### src/rtl/sipol_consts.vh
/*
 constants for the serial-in parallel-out latch: widths, fifo depth,
 clear values and synchroniser reset values.
 assumes it is included by bare name from files under rtl/.

 // What this block does
 // eight-stage shift register feeds eight-bit store
 // separate clocks and overriding clears per register
 // both clocks act on rising edges only
 // common clocks: store trails shift by one
 // shift clear low forces all stages zero
 // shift edge: first takes input, others ripple
 // falling shift edge leaves shift register unchanged
 // store clear low forces store to zero
 // store edge loads all eight shift bits
 // falling store edge leaves store unchanged
 // cascade output feeds next device's serial input
 // outputs continuously show store and last stage
 // host shifts eight bits then one store edge
*/
`ifndef SIPOL_CONSTS_VH
`define SIPOL_CONSTS_VH

`define SIPOL_WIDTH 8
`define SIPOL_FIFO_DEPTH 8
`define SIPOL_FIFO_AW 3
`define SIPOL_CLR_VAL 8'h00
`define SIPOL_SYNC_RST 1'b0
`define SIPOL_CLR_SYNC_RST 1'b0

`endif

### src/rtl/sipol_sync.v
/*
 two-flop synchroniser for a bundle of asynchronous pins.
 assumes i_sys_clk is the block clock and i_rst is asynchronous.
*/
`timescale 1ns/1ps
`default_nettype none
`include "sipol_consts.vh"

module sipol_sync #(
  parameter W = 5,
  parameter [W-1:0] RST_VAL = {W{1'b0}}
) (
  input wire i_sys_clk,
  input wire i_rst,
  input wire [W-1:0] i_async,
  output wire [W-1:0] o_sync
);

  reg [W-1:0] meta_q;
  reg [W-1:0] sync_q;

  // first flop read only by the second
  always @(posedge i_sys_clk or posedge i_rst) begin
    if (i_rst) begin
      meta_q <= RST_VAL;
      sync_q <= RST_VAL;
    end else begin
      meta_q <= i_async;
      sync_q <= meta_q;
    end
  end

  assign o_sync = sync_q;

endmodule
`default_nettype wire

### src/rtl/sipol_fifo.v
/*
 small synchronous fifo with valid/ready on both sides.
 assumes one clock and an asynchronous active-high reset.
*/
`timescale 1ns/1ps
`default_nettype none
`include "sipol_consts.vh"

module sipol_fifo #(
  parameter WIDTH = 8,
  parameter DEPTH = 8,
  parameter AW = 3
) (
  input wire i_sys_clk,
  input wire i_rst,
  input wire i_flush,
  input wire i_in_valid,
  output wire o_in_ready,
  input wire [WIDTH-1:0] i_in_data,
  output wire o_out_valid,
  input wire i_out_ready,
  output wire [WIDTH-1:0] o_out_data
);

  reg [WIDTH-1:0] mem_q [0:DEPTH-1];
  reg [AW-1:0] wr_q;
  reg [AW-1:0] rd_q;
  reg [AW:0] cnt_q;
  wire push;
  wire pop;

  // honest full/empty from the fill count
  assign o_in_ready = (cnt_q != DEPTH[AW:0]);
  assign o_out_valid = (cnt_q != {(AW+1){1'b0}});
  assign push = i_in_valid & o_in_ready;
  assign pop = o_out_valid & i_out_ready;
  assign o_out_data = mem_q[rd_q];

  // storage array, no reset needed
  always @(posedge i_sys_clk) begin
    if (push) begin
      mem_q[wr_q] <= i_in_data;
    end
  end

  // pointers and count
  always @(posedge i_sys_clk or posedge i_rst) begin
    if (i_rst) begin
      wr_q <= {AW{1'b0}};
      rd_q <= {AW{1'b0}};
      cnt_q <= {(AW+1){1'b0}};
    end else if (i_flush) begin
      wr_q <= {AW{1'b0}};
      rd_q <= {AW{1'b0}};
      cnt_q <= {(AW+1){1'b0}};
    end else begin
      if (push) begin
        wr_q <= wr_q + {{(AW-1){1'b0}}, 1'b1};
      end
      if (pop) begin
        rd_q <= rd_q + {{(AW-1){1'b0}}, 1'b1};
      end
      if (push & ~pop) begin
        cnt_q <= cnt_q + {{AW{1'b0}}, 1'b1};
      end else if (pop & ~push) begin
        cnt_q <= cnt_q - {{AW{1'b0}}, 1'b1};
      end
    end
  end

endmodule
`default_nettype wire

### src/rtl/sipol_top.v
/*
 serial-in parallel-out shift register with storage register, rebuilt
 on the system clock. the host's clocks and clears arrive as pins,
 pass two flops, and the clocks are edge-detected here.
 assumes the pin clocks are much slower than i_sys_clk (80 ns in the
 bench against 10 ns) so every pin level lasts several system cycles.
 shifted bytes pass through a small fifo before the store register;
 a store with an empty fifo loads the live shift register.
*/
`timescale 1ns/1ps
`default_nettype none
`include "sipol_consts.vh"

module sipol_top (
  input wire i_sys_clk,
  input wire i_rst,
  input wire i_serial_in,
  input wire i_shift_clock,
  input wire i_shift_clear_n,
  input wire i_store_clock,
  input wire i_store_clear_n,
  output wire [`SIPOL_WIDTH-1:0] o_parallel_out,
  output wire o_cascade_out,
  output wire o_fifo_full
);

  localparam W = `SIPOL_WIDTH;

  // edge detector states
  localparam [1:0] ST_LOW = 2'b00;
  localparam [1:0] ST_HIGH = 2'b01;

  ////////////////////////////////////////////////////////////////////
  // pin synchronisers

  wire [4:0] pins_sync;
  wire ser_s;
  wire sclk_s;
  wire sclr_n_s;
  wire rclk_s;
  wire store_clear_n_n_s;

  // clears reset to asserted so nothing moves until the pins are seen
  sipol_sync #(
    .W(5),
    .RST_VAL(5'h00)
  ) u_sync (
    .i_sys_clk(i_sys_clk),
    .i_rst(i_rst),
    .i_async({i_serial_in, i_shift_clock, i_shift_clear_n,
              i_store_clock, i_store_clear_n}),
    .o_sync(pins_sync)
  );

  assign ser_s = pins_sync[4];
  assign sclk_s = pins_sync[3];
  assign sclr_n_s = pins_sync[2];
  assign rclk_s = pins_sync[1];
  assign store_clear_n_n_s = pins_sync[0];

  ////////////////////////////////////////////////////////////////////
  // edge detection on the synchronised clocks

  reg [1:0] sclk_st_q;
  reg [1:0] sclk_st_d;
  reg [1:0] rclk_st_q;
  reg [1:0] rclk_st_d;
  reg sclk_rise;
  reg rclk_rise;

  // returns next detector state for a given level
  function [1:0] edge_next;
    input [1:0] st;
    input lvl;
    begin
      case (st)
        ST_LOW: edge_next = lvl ? ST_HIGH : ST_LOW;
        ST_HIGH: edge_next = lvl ? ST_HIGH : ST_LOW;
        default: edge_next = ST_LOW;
      endcase
    end
  endfunction

  // rising edge only; falling edges produce no event
  always @* begin
    sclk_st_d = edge_next(sclk_st_q, sclk_s);
    rclk_st_d = edge_next(rclk_st_q, rclk_s);
    sclk_rise = (sclk_st_q == ST_LOW) & sclk_s;
    rclk_rise = (rclk_st_q == ST_LOW) & rclk_s;
  end

  always @(posedge i_sys_clk or posedge i_rst) begin
    if (i_rst) begin
      sclk_st_q <= ST_LOW;
      rclk_st_q <= ST_LOW;
    end else begin
      sclk_st_q <= sclk_st_d;
      rclk_st_q <= rclk_st_d;
    end
  end

  ////////////////////////////////////////////////////////////////////
  // shift register

  reg [W-1:0] shift_q;
  reg [W-1:0] shift_d;
  reg [2:0] bit_cnt_q;
  reg [2:0] bit_cnt_d;
  wire byte_done;

  // clear overrides the shift edge
  always @* begin
    shift_d = shift_q;
    bit_cnt_d = bit_cnt_q;
    if (!sclr_n_s) begin
      shift_d = `SIPOL_CLR_VAL;
      bit_cnt_d = 3'h0;
    end else if (sclk_rise) begin
      shift_d = {shift_q[W-2:0], ser_s};
      bit_cnt_d = bit_cnt_q + 3'h1;
    end
  end

  always @(posedge i_sys_clk or posedge i_rst) begin
    if (i_rst) begin
      shift_q <= `SIPOL_CLR_VAL;
      bit_cnt_q <= 3'h0;
    end else begin
      shift_q <= shift_d;
      bit_cnt_q <= bit_cnt_d;
    end
  end

  // eighth shift completes a byte (host order R13)
  assign byte_done = sclr_n_s & sclk_rise & (bit_cnt_q == 3'h7);

  ////////////////////////////////////////////////////////////////////
  // byte fifo between shift and store

  wire fifo_in_ready;
  wire fifo_out_valid;
  wire [W-1:0] fifo_out_data;
  wire fifo_pop;

  // a cleared shift register drops queued bytes; a store clear keeps them
  sipol_fifo #(
    .WIDTH(W),
    .DEPTH(`SIPOL_FIFO_DEPTH),
    .AW(`SIPOL_FIFO_AW)
  ) u_fifo (
    .i_sys_clk(i_sys_clk),
    .i_rst(i_rst),
    .i_flush(~sclr_n_s),
    .i_in_valid(byte_done),
    .o_in_ready(fifo_in_ready),
    .i_in_data(shift_d),
    .o_out_valid(fifo_out_valid),
    .i_out_ready(fifo_pop),
    .o_out_data(fifo_out_data)
  );

  assign o_fifo_full = ~fifo_in_ready;
  assign fifo_pop = store_clear_n_n_s & rclk_rise & fifo_out_valid;

  ////////////////////////////////////////////////////////////////////
  // storage register

  reg [W-1:0] store_q;
  reg [W-1:0] store_d;

  // store edge takes the queued byte, else the pre-edge shift value; clear wins
  always @* begin
    store_d = store_q;
    if (!store_clear_n_n_s) begin
      store_d = `SIPOL_CLR_VAL;
    end else if (rclk_rise) begin
      if (fifo_out_valid) begin
        store_d = fifo_out_data;
      end else begin
        store_d = shift_q;
      end
    end
  end

  always @(posedge i_sys_clk or posedge i_rst) begin
    if (i_rst) begin
      store_q <= `SIPOL_CLR_VAL;
    end else begin
      store_q <= store_d;
    end
  end

  ////////////////////////////////////////////////////////////////////
  // outputs from flops

  assign o_parallel_out = store_q;
  assign o_cascade_out = shift_q[W-1];

endmodule
`default_nettype wire

### config.mk
export PLATFORM = sky130hd
export DESIGN_NAME = sipol_top
export DESIGN_NICKNAME = d
export VERILOG_FILES = /design/src/rtl/sipol_sync.v /design/src/rtl/sipol_fifo.v /design/src/rtl/sipol_top.v
export VERILOG_INCLUDE_DIRS = /design/src /design/src/rtl
export SDC_FILE = /design/constraint.sdc
export NUM_CORES = 1
export LEC_CHECK = 0
export BUFFER_PORTS_ARGS = -buffer_cell sky130_fd_sc_hd__buf_4
export CAP_MARGIN = 10
export CORE_ASPECT_RATIO = 1.1
export CORE_UTILIZATION = 40
export DETAILED_ROUTE_END_ITERATION = 8
export PLACE_DENSITY = 0.69
export SYNTH_ARGS = -nofsm -noshare
export SYNTH_HDL_FRONTEND = slang
export SYNTH_SLANG_ARGS = --single-unit
### constraint.sdc
create_clock -name i_sys_clk -period 2.7 [get_ports i_sys_clk]
set_input_delay 0.54 -clock i_sys_clk [delete_from_list [all_inputs] [get_ports i_sys_clk]]
set_output_delay 0.54 -clock i_sys_clk [all_outputs]
set_load 0.05 [all_outputs]
==> results by stage <==
Run:
- The number of max-capacitance violations reported is 0.

Floorplan:
- The number of placed I/O pins is 17.
- Measured along the y axis, the die boundary spans between 100 and 150 microns.
- The area of the die is between 10000 and 15000 sq um.
- The placeable core region is roughly 10000 sq um.
- The number of core rows is 39.
- The initial core utilization is 0.412.
- From left edge to right edge, the die measures ~100 microns.

Setup path:
- Setup slack on the worst reg-to-reg path comes out at between 100 and 150 ps.
- The critical-path maximum fanout is 5.
- The worst setup path is captured at a register.
- The cell count of the worst reg-to-reg path is 8.
- The kind of critical path is register to register.
- STA classifies the critical path startpoint as a register.
- The required time of the worst setup path is between 2000 and 3000 ps.
- In this run the worst setup path begins at u_fifo.cnt_q[0]$_DFFE_PP0P_.
- The startpoint of the worst register-to-register path is u_fifo.cnt_q[0]$_DFFE_PP0P_.
- The worst path arrival time is about 2800 ps.

Logic synthesis:
- The most used flip-flop cell after synthesis is sky130_fd_sc_hd__edfxtp_1.
- The count of flip-flops with a built-in enable after synthesis is 64.
- The register area share after synthesis is 0.689.
- For this run, asynchronously set or reset flops after synthesis account for 0.390.
- The number of synthesis warnings is 0.
- The average cell area after synthesis is approximately 16 sq um.
- The area of the mapped netlist is about 4300 sq um.
- The top cell type by total area after synthesis is sky130_fd_sc_hd__edfxtp_1.
- The number of standard cells after synthesis is 268.
- The number of register bits inferred by synthesis is between 100 and 150.
- When the netlist entered floorplanning its net count stood at ~280.
- The share of synthesized area in the top cell type comes to 0.449.
- The number of distinct library cells after synthesis is 40.
- By area the synthesized netlist is led by sky130_fd_sc_hd__edfxtp_1 (45%), sky130_fd_sc_hd__dfrtp_1 (24%), sky130_fd_sc_hd__mux4_2 (8.4%), sky130_fd_sc_hd__nand2_1 (3.1%), sky130_fd_sc_hd__a21boi_0 (2.1%).

Clock network:
- The CTS buffer count is 9.
- The tree is rooted in a sky130_fd_sc_hd__clkbuf_16.
- In this run the number of H-tree levels came out at 3.
- The number of post-CTS setup repair buffers is 0.
- TritonCTS built the clock tree.
- The clock passes through at most 2 buffers.
- The clock reaches the later pin of the worst-skew pair after 350 ps.
- The register clock-pin slew on the reported worst setup and hold paths is 70 ps.
- Counting every sink on the clock net gives between 100 and 150.

STA:
- The smallest clock period supported by the final layout is computed as between 2000 and 3000 ps.
- Between clock sinks in the finished design, the worst skew comes to between 10 and 15 ps.
- The setup TNS is 0 ps.
- The transition at the pin with the smallest max-transition slack is approximately 850 ps.
- Headroom to the max-slew limit came out at 0.425.
- The final count of hold timing violations is 0.
- In the finished design, the share of the clock period the worst path needs comes to 0.953.
- Setup repair after global routing left no endpoint under its margin.
- Setup violations remaining at the end of the flow were counted as 0.
- The count of final max-slew check failures is 0.
- Timing would allow up to between 300 and 400 MHz.

GRT:
- The first global-routing pass estimated approximately 13000 microns of wire.
- The via count of the first global-routing pass is between 2k and 2.5k.
- Global routing finished with a remaining overflow of 0.
- The overall track demand over capacity in global routing is 0.165.
- The initial antenna violation count is 0.
- Entering global routing, the biggest net connects 42 pins.

Cells and area:
- The count of cells in the finished layout, fillers not included, comes to approximately 460.
- From synthesis to final layout, the design area changed by 17.8%.
- The top cell types in the final layout, fill and taps aside, are sky130_fd_sc_hd__edfxtp_1 (64), sky130_fd_sc_hd__buf_4 (43), sky130_fd_sc_hd__dfrtp_1 (39).
- The antenna cell count is 0.
- At the end of the flow the core is filled with cells to 0.485.
- The number of nets in the layout is 321.
- The count of filler cells inserted in the layout is a little under 900.
- Of the cells placed in the final design, the portion with a size suffix greater than 1 is 0.272.
- The most common library cell in the layout ignoring fill and taps is sky130_fd_sc_hd__edfxtp_1.

Placed design:
- Buffers placed on the I/O ports in this run total 16.
- Routability-driven placement finished with a final weighted congestion of 0.723.
- The half-perimeter wire length of the detailed placement result is around 5200 microns.
- The post-placement cell count is roughly 440.

Pwr:
- IR analysis of the VDD net gives a maximum drop of about 0.28 mV.
- For this design the static power due to leakage is 1.97 nW.
- The overall power after layout is 0.00309 W.
- The power density normalized to cell area is ~610 nW/um^2.

Hold path:
- The hold path startpoint is i_shift_clear_n.
- Along the worst hold path, the cell count comes to 1.
- In this run the worst hold path is classified as primary input to register.

Routing:
- Dividing the detail-routed wire length by the instance count gives roughly 18 microns.
- The number of antenna-violating nets in the routed design is 0.
- The DRC violation count after routing is 0.
- The number of DRC violations after detailed-routing iteration 0 is between 150 and 200.
- The total number of vias is 2362.
- The total length of routed wires is approximately 8300 microns.
- In the routed layout, each cell is associated on average with a via count of roughly 5.2.
- The detailed-routing iteration count for the pre-antenna-repair pass is 4.

Outcome:
- The flow ran to the end, and the final reports show no timing, DRC or antenna violations.
==> flip-flops by register name (all words and copies together), names as in the netlist <==
signal          flops
bit_cnt_q           3
edge_next.st        1
o_parallel_out      8
sclk_st_q           1
shift_q             8
u_fifo.cnt_q        4
u_fifo.mem_q       64
u_fifo.rd_q         3
u_fifo.wr_q         3
u_sync.meta_q       5
u_sync.o_sync       5
==> logic make-up (layout without fill, tap and decap cells) <==
kind of cell,after synthesis,after routing,synth area share
simple gates,79,79,0.0982
flops,105,105,0.689
xor+xnor,7,7,0.0161
compound gates,31,31,0.0611
mux,20,20,0.0935
buf+inv,19,63,0.0202
fa+ha+maj,7,7,0.0222
==> path summary, 6_finish.rpt <==
check                                                   end
worst max-delay path            u_fifo.cnt_q[3]$_DFFE_PP0P_
worst min-delay path             u_sync.meta_q[2]$_DFF_PP0_
worst max register to register  u_fifo.cnt_q[3]$_DFFE_PP0P_
worst min register to register   u_sync.o_sync[2]$_DFF_PP0_
max in group asynchronous       u_fifo.cnt_q[1]$_DFFE_PP0P_
min in group asynchronous       u_fifo.cnt_q[2]$_DFFE_PP0P_
==> timing repair <==
action | in CTS | in global routing
setup endpoints to repair | 0 | 1
endpoints found under the hold margin | 0 | 0
hold buffers | 0 | 0
gates resized for setup | 0 | 3
==> per-stage QoR <==
stage | cell area (sq um) | setup WS [ps] | hold WS [ps]
5_1_grt | 5040 | 8.04 | 289
2_1_floorplan | 4290 | 14.2 | 331
3_3_place_gp | 4730 | 248 | 335
4_1_cts | 5040 | 101 | 290
6_report | 5040 | 127 | 300
3_5_place_dp | 4730 | 119 | 340
==> critical path, stage by stage, from the launching register on <==
cell and delay, ps:
sky130_fd_sc_hd__dfrtp_2 450, sky130_fd_sc_hd__or4_4 580, sky130_fd_sc_hd__nand2_1 110, sky130_fd_sc_hd__nand2_1 110
sky130_fd_sc_hd__ha_1 350, sky130_fd_sc_hd__a21oi_2 180, sky130_fd_sc_hd__nand2_1 90, sky130_fd_sc_hd__or4_1 460
sky130_fd_sc_hd__o311ai_0 120
==> cell type report <==
type                            count  area [sq um]  area share
Tap cell                          143           179      0.0355
Clock inverter                      7          80.1      0.0159
Inverter                            4          15.0     0.00298
Sequential cell                   105          2950       0.585
Clock buffer                        9           225      0.0447
Multi-Input combinational cell    144          1270       0.252
Timing Repair Buffer               43           323      0.0640
==> power breakdown <==
group           total, W  internal (W)  leakage [nW]  switching [W]
Combinational  0.0000639     0.0000221         0.675      0.0000417
Sequential       0.00171       0.00170          1.15     0.00000715
Clock            0.00132      0.000733         0.150       0.000585
==> layer usage <==
layer,vias to the layer above,global-route usage,part of all wire
li1,1088,-,-
met1,1199,0.213,0.43
met2,62,0.263,0.50
met3,13,0.0361,0.048
met4,0,0.0812,0.023
met5,-,0,0
==> Yosys cell counts, types with 2 or more instances <==
master,n
sky130_fd_sc_hd__a21boi_0,12
sky130_fd_sc_hd__a221o_1,8
sky130_fd_sc_hd__a22o_1,8
sky130_fd_sc_hd__and2_1,5
sky130_fd_sc_hd__and3_1,8
sky130_fd_sc_hd__buf_1,3
sky130_fd_sc_hd__buf_2,3
sky130_fd_sc_hd__clkbuf_1,7
sky130_fd_sc_hd__dfrtp_1,41
sky130_fd_sc_hd__edfxtp_1,64
sky130_fd_sc_hd__ha_1,6
sky130_fd_sc_hd__inv_1,4
sky130_fd_sc_hd__mux2i_1,4
sky130_fd_sc_hd__mux4_2,16
sky130_fd_sc_hd__nand2_1,35
sky130_fd_sc_hd__nand2b_1,5
sky130_fd_sc_hd__nand3_1,2
sky130_fd_sc_hd__nor2_1,6
sky130_fd_sc_hd__nor3_1,5
sky130_fd_sc_hd__nor3b_1,2
sky130_fd_sc_hd__xnor2_1,5
(Power assumes the default switching activity.)
